[src/common/fge_pkg.sv]
package fge_pkg;

	// Operation codes taken by this unit
	localparam logic [7:0] OPC_GEQ_BOOL  = 8'h92;
	localparam logic [7:0] OPC_GEQ_FLAGS = 8'h93;

	// Widths of the datapath
	localparam int WORD_W  = 32;
	localparam int FLAGS_W = 7;
	localparam int DEST_W  = 7;

	// Bit positions of the exception vector, same as the status word
	localparam int FLG_DIVIDE_BY_ZERO   = 0;
	localparam int FLG_INEXACT          = 1;
	localparam int FLG_UNDERFLOW        = 2;
	localparam int FLG_OVERFLOW         = 3;
	localparam int FLG_INVALID          = 4;
	localparam int FLG_INPUT_FLUSHED    = 5;
	localparam int FLG_OUTPUT_FLUSHED   = 6;

	// Guard bit that enables the write
	localparam int GUARD_BIT = 0;

	// Single-precision field layout
	localparam int FP_SIGN_BIT = 31;
	localparam int FP_EXP_HI   = 30;
	localparam int FP_EXP_LO   = 23;
	localparam int FP_MAN_HI   = 22;
	localparam logic [7:0] FP_EXP_MAX = 8'hff;
	localparam logic [7:0] FP_EXP_MIN = 8'h00;

	// Values after reset
	localparam logic [31:0] RST_WORD  = 32'h0000_0000;
	localparam logic [6:0]  RST_FLAGS = 7'h00;
	localparam logic [6:0]  RST_DEST  = 7'h00;

	// Cycles from issue to result
	localparam int RESULT_LATENCY = 1;

	typedef enum logic [1:0] {
		KIND_NONE,
		KIND_BOOL,
		KIND_FLAGS
	} fge_kind_e;

endpackage

[src/common/fge_cmp_if.sv]
`timescale 1ns/1ps
interface fge_cmp_if;
	logic [31:0] op_a;
	logic [31:0] op_b;
	logic        ge;
	logic        nan_any;
	logic        flush_any;
	logic [6:0]  flags;

	modport cmp (
		input  op_a,
		input  op_b,
		output ge,
		output nan_any,
		output flush_any,
		output flags
	);
	modport user (
		output op_a,
		output op_b,
		input  ge,
		input  nan_any,
		input  flush_any,
		input  flags
	);
endinterface

[src/fge_cmp.sv]
`timescale 1ns/1ps
// Pure combinational greater-or-equal on two single-precision words
module fge_cmp (
	fge_cmp_if.cmp c
);

	// Exponent all zero with a nonzero fraction
	function automatic logic is_denorm(input logic [31:0] v);
		is_denorm = (v[fge_pkg::FP_EXP_HI:fge_pkg::FP_EXP_LO]
			== fge_pkg::FP_EXP_MIN) && (v[fge_pkg::FP_MAN_HI:0] != 23'h0);
	endfunction

	// Exponent all ones with a nonzero fraction, quiet or signalling
	function automatic logic is_nan(input logic [31:0] v);
		is_nan = (v[fge_pkg::FP_EXP_HI:fge_pkg::FP_EXP_LO]
			== fge_pkg::FP_EXP_MAX) && (v[fge_pkg::FP_MAN_HI:0] != 23'h0);
	endfunction

	// Denormals become a zero of the same sign
	function automatic logic [31:0] flush(input logic [31:0] v);
		flush = is_denorm(v) ? {v[fge_pkg::FP_SIGN_BIT], 31'h0} : v;
	endfunction

	logic [31:0] a_f;
	logic [31:0] b_f;
	logic        a_neg;
	logic        b_neg;
	logic        both_zero;
	logic        mag_ge;
	logic        mag_le;
	logic        ord_ge;

	// Sign-magnitude order; +0 and -0 compare equal
	always_comb begin
		a_f       = flush(c.op_a);
		b_f       = flush(c.op_b);
		a_neg     = a_f[fge_pkg::FP_SIGN_BIT];
		b_neg     = b_f[fge_pkg::FP_SIGN_BIT];
		both_zero = (a_f[30:0] == 31'h0) && (b_f[30:0] == 31'h0);
		mag_ge    = a_f[30:0] >= b_f[30:0];
		mag_le    = a_f[30:0] <= b_f[30:0];
		if (both_zero) begin
			ord_ge = 1'b1;
		end else if (a_neg != b_neg) begin
			ord_ge = b_neg;
		end else begin
			ord_ge = a_neg ? mag_le : mag_ge;
		end
	end

	// Unordered compare is false and raises invalid
	always_comb begin
		c.nan_any   = is_nan(c.op_a) || is_nan(c.op_b);
		c.flush_any = is_denorm(c.op_a) || is_denorm(c.op_b);
		c.ge        = ord_ge && !c.nan_any;
		c.flags     = 7'h00;
		c.flags[fge_pkg::FLG_INVALID]       = c.nan_any;
		c.flags[fge_pkg::FLG_INPUT_FLUSHED] = c.flush_any;
	end

endmodule

[src/fge_unit.sv]
`timescale 1ns/1ps
// Overview of operation
// RQ1: Opcode 146 writes 1 to the destination when first >= second, else 0.
// RQ2: Both sources are single-precision floats and the result is an integer.
// RQ3: The boolean form flushes denormal inputs to zero and sets the flag.
// RQ4: Exceptions of the boolean compare set the matching status flags.
// RQ5: Status flags are sticky and only an explicit status write clears them.
// RQ6: Status flags update on the same edge as the boolean result is written.
// RQ7: Concurrent status updates are ORed together and with the old flags.
// RQ8: A clear guard LSB leaves both destination and status flags unchanged.
// RQ9: Opcode 147 writes the compare's exception vector to the destination.
// RQ10: The flags form never modifies the status-word flags.
// RQ11: The flags form flushes denormal inputs and sets bit 5 of the vector.
// RQ12: The vector uses the status layout, bits 31 down to 7 read as zero.
// RQ13: A NaN operand makes the boolean result 0 and raises invalid.
// RQ14: Results of either form appear one cycle after issue.
module fge_unit (
	input  wire logic        i_mclk,
	input  wire logic        i_resetn,
	input  wire logic        i_ce,
	input  wire logic        i_issue,
	input  wire logic [7:0]  i_opcode,
	input  wire logic [31:0] i_guard,
	input  wire logic [31:0] i_first_source,
	input  wire logic [31:0] i_second_source,
	input  wire logic [6:0]  i_dest,
	input  wire logic        i_ext_valid,
	input  wire logic [6:0]  i_ext_flags,
	input  wire logic        i_psw_wr,
	input  wire logic [6:0]  i_psw_wdata,
	output logic             o_wr_en,
	output logic [6:0]       o_wr_dest,
	output logic [31:0]      o_wr_data,
	output logic [6:0]       o_processor_status_word
);

	fge_cmp_if cmp_bus ();

	fge_cmp u_cmp (
		.c (cmp_bus.cmp)
	);

	// Operands go straight to the compare, no flush needed here
	assign cmp_bus.op_a = i_first_source; // RQ2
	assign cmp_bus.op_b = i_second_source;

	fge_pkg::fge_kind_e kind;
	logic               guard_ok;
	logic               fire;

	// Decode the issue slot; other opcodes belong to sibling units
	always_comb begin
		if (!i_issue) begin
			kind = fge_pkg::KIND_NONE;
		end else if (i_opcode == fge_pkg::OPC_GEQ_BOOL) begin
			kind = fge_pkg::KIND_BOOL;
		end else if (i_opcode == fge_pkg::OPC_GEQ_FLAGS) begin
			kind = fge_pkg::KIND_FLAGS;
		end else begin
			kind = fge_pkg::KIND_NONE;
		end
		guard_ok = i_guard[fge_pkg::GUARD_BIT]; // RQ8
		fire     = guard_ok && (kind != fge_pkg::KIND_NONE); // RQ8
	end

	logic        wr_en_r;
	logic        wr_en_nxt;
	logic [6:0]  dest_r;
	logic [6:0]  dest_nxt;
	logic [31:0] data_r;
	logic [31:0] data_nxt;
	logic [6:0]  psw_r;
	logic [6:0]  psw_nxt;

	// Result path; data holds its last value when nothing fires
	always_comb begin
		wr_en_nxt = 1'b0;
		dest_nxt  = dest_r;
		data_nxt  = data_r;
		if (fire) begin
			wr_en_nxt = 1'b1; // RQ14
			dest_nxt  = i_dest;
			case (kind)
				fge_pkg::KIND_BOOL: begin
					data_nxt = {31'h0, cmp_bus.ge}; // RQ1 RQ13
				end
				fge_pkg::KIND_FLAGS: begin
					data_nxt = {25'h0, cmp_bus.flags}; // RQ9 RQ11 RQ12
				end
				default: begin
					data_nxt = data_r;
				end
			endcase
		end
	end

	// Status flags: an explicit write loads, then every set is ORed on
	// top so a set arriving with the clearing write is never lost
	always_comb begin
		psw_nxt = psw_r; // RQ5
		if (i_psw_wr) begin
			psw_nxt = i_psw_wdata;
		end
		if (i_ext_valid) begin
			psw_nxt = psw_nxt | i_ext_flags; // RQ7
		end
		// Only the boolean form touches the status word
		if (fire && (kind == fge_pkg::KIND_BOOL)) begin
			psw_nxt = psw_nxt | cmp_bus.flags; // RQ3 RQ4 RQ6 RQ10
		end
	end

	// Single register stage; clock enable freezes everything except reset
	always_ff @(posedge i_mclk) begin
		if (!i_resetn) begin
			wr_en_r <= 1'b0;
			dest_r  <= fge_pkg::RST_DEST;
			data_r  <= fge_pkg::RST_WORD;
			psw_r   <= fge_pkg::RST_FLAGS;
		end else if (i_ce) begin
			wr_en_r <= wr_en_nxt;
			dest_r  <= dest_nxt;
			data_r  <= data_nxt;
			psw_r   <= psw_nxt; // RQ6
		end
	end

	// Outputs straight from the flops
	assign o_wr_en                 = wr_en_r;
	assign o_wr_dest               = dest_r;
	assign o_wr_data               = data_r;
	assign o_processor_status_word = psw_r;
endmodule

[config.mk]
export PLATFORM = sky130hd
export DESIGN_NAME = fge_unit
export DESIGN_NICKNAME = d
export VERILOG_FILES = /design/src/common/fge_pkg.sv /design/src/common/fge_cmp_if.sv /design/src/fge_cmp.sv /design/src/fge_unit.sv
export SDC_FILE = /design/constraint.sdc
export NUM_CORES = 1
export LEC_CHECK = 0
export ABC_AREA = 1
export BUFFER_PORTS_ARGS = -buffer_cell sky130_fd_sc_hd__buf_4
export CAP_MARGIN = 20
export CORE_MARGIN = 2
export CORE_UTILIZATION = 35
export DETAILED_ROUTE_END_ITERATION = 16
export PLACE_DENSITY = 0.75
export SLEW_MARGIN = 20
export SYNTH_ARGS = -nofsm -noshare
export SYNTH_HDL_FRONTEND = slang
export SYNTH_HIERARCHICAL = 1
export SYNTH_SLANG_ARGS = --single-unit
export TNS_END_PERCENT = 1
[constraint.sdc]
create_clock -name i_mclk -period 7.8 [get_ports i_mclk]
set_clock_uncertainty 0.05 [all_clocks]
set_input_delay 1.56 -clock i_mclk [delete_from_list [all_inputs] [get_ports i_mclk]]
set_output_delay 1.56 -clock i_mclk [all_outputs]
set_load 0.02 [all_outputs]
* Word-level counts from Yosys, hierarchy flattened *
Index checks and enable logic that the tools add are counted.

storage, ports and cells
  flip-flop bits (word level) = 47
  bits of input ports = 131
  logic and storage cells = 49

cells by class
  $lt $le $gt $ge = 2
  eq/ne operators = 7
  muxes and demuxes = 13
  bitwise logic cells = 2
  reduce and logical (&&, ||, !) cells = 21

operator list
  cell                count
  $pmux 32 s2         1
  $logic_not 31->1    2
  $mux 31             2
  $reduce_bool 23->1  2
  $eq 8x8->1 const B  4
  $ge 31x31->1        1
  $le 31x31->1        1
  $mux 7              3
  $logic_not 8->1     2
  $logic_and 1x1->1   8
  $or 7x6->7          1
  $or 7x7->7          1
  $mux 2              3
  $mux 1              4
  $reduce_bool 2->1   2
  $reduce_and 3->1    1
  $eq 2x1->1 const B  1
  $eq 2x2->1 const B  1
  $logic_or 1x1->1    2
  $reduce_and 2->1    1
  $logic_not 1->1     1
  $ne 1x1->1          1

* Longest topological paths before layout *
Gate-level depths: netlist of the first run.

  depth after elaboration = 9
  mapped depth = 26
  depth with buffers taken out = 25

* Cells and area by module *
The synthesis of the first run kept the hierarchy.

modules (own cells, without submodules)
  module    area each (sq um)  instances  sequential area each (sq um)  cells an instance
  fge_cmp   1445.1             1          0.0                           271
  fge_unit  1345.0             1          440.4                         206

* Least setup slack after synthesis of the first run *
Ideal clock, no wire load.

  path type = in2reg
  start point = in i_second_source[12]
  end point = reg data_r[0], in the netlist o_wr_data[0]
  path slack = 4038 ps
  arrival = 3601 ps
  buffers on the path = 1
  stages = 25
  cell sequence = nor4_1 > nand2_1 > nor2_1 > nand3_1 > nand2_2 > buf_6 > nand2_1 > ha_1 > nand2_1 > nor2_1 > inv_1 > nor2_1 > nand2_1 > nand2_1 > nand2_1 > nand2_1 > nand2_1 > nand2_1 > nand3_1 > nand2_1 > inv_1 > nand2_1 > nand2_1 > nor2_1 > nor2_1

between the ends
  cells in the longest elaborated chain, start to end = 9
  elaborated cells between the ends (all ways) = 15
  those cells by class = order compare (2); mux (5); reduce/logical (8)

RTL lines
  item                                          RTL line                      text
  start, declared                               fge_unit.sv:25                input wire logic [31:0] i_second_source,
  $reduce_bool 23->1                            fge_cmp.sv:10, fge_cmp.sv:16
  $logic_and 1x1->1                             fge_cmp.sv:10                 == fge_pkg::FP_EXP_MIN) && (v[fge_pkg::FP_MAN_HI:0] != 23'h0);
  $mux 31                                       fge_cmp.sv:21                 flush = is_denorm(v) ? {v[fge_pkg::FP_SIGN_BIT], 31'h0} : v;
  $ge 31x31->1 or $le 31x31->1 (tied branches)  fge_cmp.sv:40, fge_cmp.sv:41
  $mux 1                                        fge_cmp.sv:47                 ord_ge = a_neg ? mag_le : mag_ge;
  $mux 1                                        fge_cmp.sv:44                 end else if (a_neg != b_neg) begin
  $mux 1                                        fge_cmp.sv:42                 if (both_zero) begin
  $logic_and 1x1->1 *                           fge_cmp.sv:55                 c.ge = ord_ge && !c.nan_any;
  via cmp_bus.ge                                fge_cmp_if.sv:5               logic ge;
  $pmux 32 s2 *                                 fge_unit.sv:83                case (kind)
  end signal, assigned                          fge_unit.sv:118               data_r <= fge_pkg::RST_WORD;
  end signal, assigned                          fge_unit.sv:123               data_r <= data_nxt;
  end, declared                                 fge_unit.sv:70                logic [31:0] data_r;

Mark *: on every way through the listed nets, which the timed path passes. The rest lies on a longest branch. The select of a mux whose other input is x is not followed.
A chain may end at the register's enable or synchronous reset.

* Final worst setup path of the first run *
Same ends and word-level chain as after synthesis.

==> results of run 1 <==
==> worst min-delay path by stage <==
stage / slack [ns] / endpoint / cells after the start
floorplan: 0.49 / o_wr_en / 2
global placement: 0.41 / o_wr_en / 2
detailed placement: 0.42 / o_wr_en / 2
CTS: 0.43 / o_wr_en / 2
global route: 0.46 / o_wr_en / 2
finish: 0.43 / o_wr_en / 2
==> kinds of logic (layout without fill, tap and decap cells) <==
family          Yosys count  in the layout  share of synthesized area (%)
fa+ha+maj                31             31                          13.90
flops                    22             22                          15.78
simple gates            259            259                          39.55
other cells               2             30                         0.2692
buf+inv                 129            204                          23.54
compound gates           34             34                          6.951
==> report_power, final <==
part	internal [mW]	switching, mW
Clock	0.0685	0.0361
Combinational	0.0626	0.0710
Sequential	0.115	0.00215
==> cell usage after synthesis, types with 2 or more instances <==
cell	count	area [µm²]
a21oi_1	20	100.1
a2bb2oi_1	5	43.79
buf_2	3	15.01
buf_4	33	247.7
buf_6	6	67.56
clkbuf_1	8	30.03
conb_1	2	7.510
dfxtp_1	22	440.4
ha_1	31	387.9
inv_1	77	289.0
nand2_1	124	465.5
nand2_2	3	18.77
nand3_1	21	105.1
nand3_2	2	20.02
nand4_1	16	100.1
nor2_1	77	289.0
nor3_1	3	15.01
nor4_1	10	62.56
o21ai_0	7	35.03
==> critical path, delay by kind of cell <==
kind                       cells  cell delay, ns
and+or+nand+nor               20            2.32
buffers and inverters          2            0.15
adders and majority gates      1            0.32
==> metrics by stage <==
| step | util, % | instance area (µm²) | cells | total power [mW] |
|---|---|---|---|---|
| 5_1_grt | 47.13 | 3642 | 682 | 0.3790 |
| 2_1_floorplan | - | 2895 | 505 | 0.2047 |
| 3_5_place_dp | 46.21 | 3571 | 678 | 0.2529 |
| 6_report | 47.13 | 3642 | 682 | 0.3554 |
| 4_1_cts | 47.13 | 3642 | 682 | 0.3573 |
| 3_3_place_gp | 46.21 | 3571 | 678 | 0.2493 |
==> flip-flops by register name, summed over array words and instances, names as in the netlist <==
name	cells
o_processor_status_word	7
o_wr_en	1
o_wr_dest	7
o_wr_data	7
==> cell type report <==
| type | count | area (µm²) | share of cell area (%) |
|---|---|---|---|
| clock buffer | 3 | 41.29 | 1.134 |
| clock inverter | 1 | 30.03 | 0.8245 |
| inverter | 79 | 296.5 | 8.142 |
| multi-input combinational | 354 | 1798 | 49.36 |
| sequential | 22 | 440.4 | 12.09 |
| tap | 102 | 127.6 | 3.504 |
| timing repair buffer | 121 | 908.4 | 24.94 |
==> routing by layer <==
metal	vias up	share of wire, %
li1	1634	-
met1	1358	44
met2	124	48
met3	6	7.5
met4	0	0.63
met5	-	0
==> flow_summary.toml, run 1 <==
[global_routing]
grt_pass1_wl_um = 11750
use_met2_pct = 29.38
antenna_found_initial = 0
grtUsageTotal_pct = 15.95
grt_use_met1_pct = 19.94
overflow = 0
grt_max_degree = 24
grt_pass1_vias = 2845
grt.busiest_layer = "met2"
grt_use_met3_pct = 1.612

[route]
routedWlPerCell_um = 10.65
drt_iter0_drc = 80
viasPerCell = 4.578
wirelength_um = 7265
drtPass1Iterations = 7
vias = 3122
drc_errors = 0
antenna_left = 0

[synth]
synthFlopType = "dfxtp_1"
synth_seq_area_share_pct = 15.78
synth-async-reset-ratio_pct = 0
avgSynthCellArea_um2 = 5.849
netlist_area_mm2 = 0.002790
ys_types = 26
synth_edf_count = 0
synth_cells = 477
yosysWarningCount = 6
ys_seq_elements = 22

[critical_path]
r2r_start = "o_processor_status_word[5]"
worst_path_largest_cell_delay_ns = 0.37
r2r_slack_ns = 6.90
cp_slowest_cell = "nand2_2"
reg2reg_depth = 3
cp-endpoint = "o_wr_data[0]"
path_common_cell = "nand2_1"
worstSetupStartpointType = "primary input"
cp-startpoint = "i_second_source[12]"
cp.required_ns = 7.91
path_cells = "buf_4, nor4_1, nand2_1, nor2_1, nand3_1, nand2_2, nand2_1, ha_1, nand2_1, nor2_1, nand3_1, nor2_1, nand2_1, nand2_1, nand2_1, nand2_1, nand3_1, nand2_1, inv_1, nand2_1, nand2_1, nor2_1, nor2_1"
setup.worst_path.class = "primary input to flip-flop"
worstPathMaxFanout = 23
r2r_end = "o_processor_status_word[5]"
end_kind = "flip-flop"
cp.arrival_ns = 4.35

[sta]
final-max-slew-violation-count = 0
timing.final.crit_share_pct = 54.43
fin_crit_ns = 4.246
rsz0062_at_grt = "false"
whs_ns = 0.4279
fmax_mhz = 235.5
finalSetupViolCount = 0
tns_ns = 0
finalHoldViolCount = 0
fin_ws_ns = 3.554

[cts]
clkSinkCount = 22
clk_latency_ns = 0.25
cts_max_level = 1
cts_buffers = 3
cts_tree = "built"
cts_resized = 0
clk_pin_slew_worst_paths_ns = 0.08
ctsHoldBuffers = 0
root_buffer = "clkbuf_8"
ctsLongestPathBuffers = 2
post_cts_buffers = 0

[floorplan]
io_pins = 178
start_util_pct = 36.11
die_h_um = 93.29
die_x_um = 93.29
dieArea_mm2 = 0.008702
num_rows = 32
core_mm2 = 0.007727

[status]
status = "complete, no violations"

[place]
portBuffers = 121
hpwlAfterDp_um = 6276
dp_slack_ns = 3.313
place.gp.congestion = 0.8461

[final_layout]
area_growth_pct = 30.54
final_cell_mix = "nand2_1, buf_4, inv_1, nor2_1, ha_1"
fill_cells = 806
final_common_cell = "nand2_1"
antenna_cells = 0
nets = 743
drive_gt1_share_pct = 23.10

[pwr]
p_leak_nw = 2.119
power_density_mw_per_mm2 = 97.57
vdd_drop_max_mv = 0.05767

[min_path]
hp-class = "flip-flop to flip-flop"
worstHoldStart = "o_wr_en"

[job]
maxCapViolations = 0
(Power assumes the default switching activity.)
==> inputs of run 2 (changes only) <==
--- a/config.mk
+++ b/config.mk
@@ -5,13 +5,13 @@
 export SDC_FILE = /design/constraint.sdc
 export NUM_CORES = 1
 export LEC_CHECK = 0
-export ABC_AREA = 1
+export ABC_AREA = 0
 export BUFFER_PORTS_ARGS = -buffer_cell sky130_fd_sc_hd__buf_4
 export CAP_MARGIN = 20
 export CORE_MARGIN = 2
 export CORE_UTILIZATION = 35
 export DETAILED_ROUTE_END_ITERATION = 16
-export PLACE_DENSITY = 0.75
+export PLACE_DENSITY = 0.76
 export SLEW_MARGIN = 20
 export SYNTH_ARGS = -nofsm -noshare
 export SYNTH_HDL_FRONTEND = slang
==> constraint.sdc (replaced) <==
create_clock -name i_mclk -period 4.44 [get_ports i_mclk]
set_clock_uncertainty 0.05 [all_clocks]
set_input_delay 0.888 -clock i_mclk [delete_from_list [all_inputs] [get_ports i_mclk]]
set_output_delay 0.888 -clock i_mclk [all_outputs]
set_load 0.02 [all_outputs]
==> flow_summary.toml, run 2 <==
[status]
status = "complete, no violations"

[sta]
final-max-slew-violation-count = 0
timing.final.crit_share_pct = 90.94
worstMarginPinSlew_ns = 0.6372
max-slew-margin-rel_pct = 57.52
fin_crit_ns = 4.038
rsz0062_at_grt = "false"
finalSetupViolCount = 0
fmax_mhz = 247.7
finalHoldViolCount = 0
tns_ns = 0

[critical_path]
worstSetupStartpointType = "primary input"
cp.arrival_ns = 4.14
worstPathMaxFanout = 20
end_kind = "flip-flop"
setup.worst_path.class = "primary input to flip-flop"
cp_slowest_cell = "or2_1"
cp.required_ns = 4.54
worst_path_largest_cell_delay_ns = 0.53
path_cells = "buf_4, nor4_1, nand4_1, nor2_1, or2_1, nand2_1, ha_1, nand4_1, nor3_1, o31ai_1, o211ai_1, a21oi_1, o211a_1, mux2_2, nand2_1, mux2i_1"

[synth]
avgSynthCellArea_um2 = 7.615
synthTopCellsByCount = "nand2_1, buf_4, ha_1"
synth_most_common_cell = "nand2_1"
netlist_area_mm2 = 0.002643
synth-async-reset-ratio_pct = 0
synth_seq_area_share_pct = 16.67
synth_cells = 347
synth_top_area_share_pct = 16.67
synth_edf_count = 0
synth_top_cells_by_area = "dfxtp_1, ha_1, buf_4"
yosys.area.top_type = "dfxtp_1"
ys_types = 45
yosysWarningCount = 6
ys_seq_elements = 22
synthFlopType = "dfxtp_1"

[cts]
ctsHoldBuffers = 0
cts_buffers = 3
cts_resized = 0
clkSinkCount = 22
cts_tree = "built"
root_buffer = "clkbuf_8"
clk_latency_ns = 0.26
clk_pin_slew_worst_paths_ns = 0.08
post_cts_buffers = 0
ctsLongestPathBuffers = 2
cts_max_level = 1

[global_routing]
grtUsageTotal_pct = 16.21
grt_use_met3_pct = 2.421
grt_pass1_vias = 2518
antenna_found_initial = 0
grt_pass1_wl_um = 11350
grt.busiest_layer = "met2"
use_met2_pct = 28.54
overflow = 0
grt_max_degree = 32
grt_use_met1_pct = 21.18

[floorplan]
num_rows = 31
die_x_um = 90.89
start_util_pct = 36.24
io_pins = 178
dieArea_mm2 = 0.008261
die_h_um = 90.89
core_mm2 = 0.007292

[pwr]
power_switching_share_pct = 29.41
power_density_mw_per_mm2 = 178.6
p_int_uw = 443.3
power.share.combinational_pct = 37.4
seqPwrFrac_pct = 32.8
p_leak_nw = 1.857
pwr-share-clk_pct = 29.8
vdd_drop_max_mv = 0.1748
finalPower_uw = 628.0
power_switching_uw = 184.7

[place]
hpwlAfterDp_um = 5926
place.gp.congestion = 0.8226
portBuffers = 121

[route]
drc_errors = 0
viasPerCell = 4.880
wirelength_um = 7071
routedWlPerCell_um = 12.90
vias = 2674
antenna_left = 0
drtPass1Iterations = 4
drt_iter0_drc = 105

[final_layout]
utilization_pct = 48.22
final_common_cell = "buf_4"
area_growth_pct = 33.05
final_cell_mix = "buf_4, nand2_1, ha_1"
drive_gt1_share_pct = 34.08
nets = 612
antenna_cells = 0

[job]
maxCapViolations = 0

[min_path]
hp-class = "flip-flop to flip-flop"
[run 2: cell type report]
type,instances,area (µm²)
fill,736,3776
inverter,10,37.54
clock inverter,1,30.03
tap,99,123.9
multi-input combinational,290,1919
clock buffer,3,41.29
sequential,22,440.4
timing repair buffer,123,923.4
[run 2: path summary, 6_finish.rpt]
path,startpoint,end,slack [ns],cells past startpoint
min reg2reg,o_wr_data[6],o_wr_data[6],0.41,2
max reg2reg,o_processor_status_word[2],o_processor_status_word[2],3.56,3
min,o_wr_data[6],o_wr_data[6],0.41,2
max,i_second_source[16],o_wr_data[0],0.40,16
[run 2: per-layer routing]
layer / wire, µm / part of all wire, % / vias up
met5: 0 / 0 / -
li1: - / - / 1367
met2: 3409 / 48 / 99
met3: 503 / 7.1 / 8
met4: 74 / 1.0 / 0
met1: 3083 / 44 / 1200
[run 2: critical path: cells and delay by family]
| kind | cells | cell delay (ns) |
|---|---|---|
| multiplexers | 2 | 0.31 |
| buffers and inverters | 1 | 0.11 |
| AND/OR/NAND/NOR | 8 | 1.84 |
| adder cells (fa/ha/maj) | 1 | 0.35 |
| AO/OA/AOI/OAI | 4 | 0.63 |
[run 2: kinds of logic (layout without fill, tap and decap cells)]
| kind of cell | Yosys count | count (layout) | synth area share [%] |
|---|---|---|---|
| and+or+nand+nor | 165 | 165 | 35.99 |
| buffers and inverters | 63 | 137 | 14.68 |
| AOI/OAI and AO/OA | 49 | 49 | 11.98 |
| adders and majority gates | 31 | 31 | 14.68 |
| DFF | 22 | 22 | 16.67 |
| muxes | 15 | 15 | 5.729 |
| other | 2 | 30 | 0.2842 |
[run 2: metrics by stage]
step	area [µm²]	setup WS, ns	instances	hold slack [ns]
floorplan	2748	0.8411	375	0.4864
global placement	3445	0.1991	544	0.3965
detailed placement	3445	0.1644	544	0.4047
CTS	3516	0.4234	548	0.4176
global route	3516	0.09249	548	0.4389
finish	3516	0.4025	548	0.4148
[run 2: power groups by stage]
stage	logic [mW]	registers [mW]	clock network [mW]
after floorplan	0.143	0.215	0
after global placement	0.229	0.210	0
after detailed placement	0.233	0.210	0
after CTS	0.235	0.206	0.192
after global routing	0.260	0.206	0.199
final	0.235	0.206	0.187
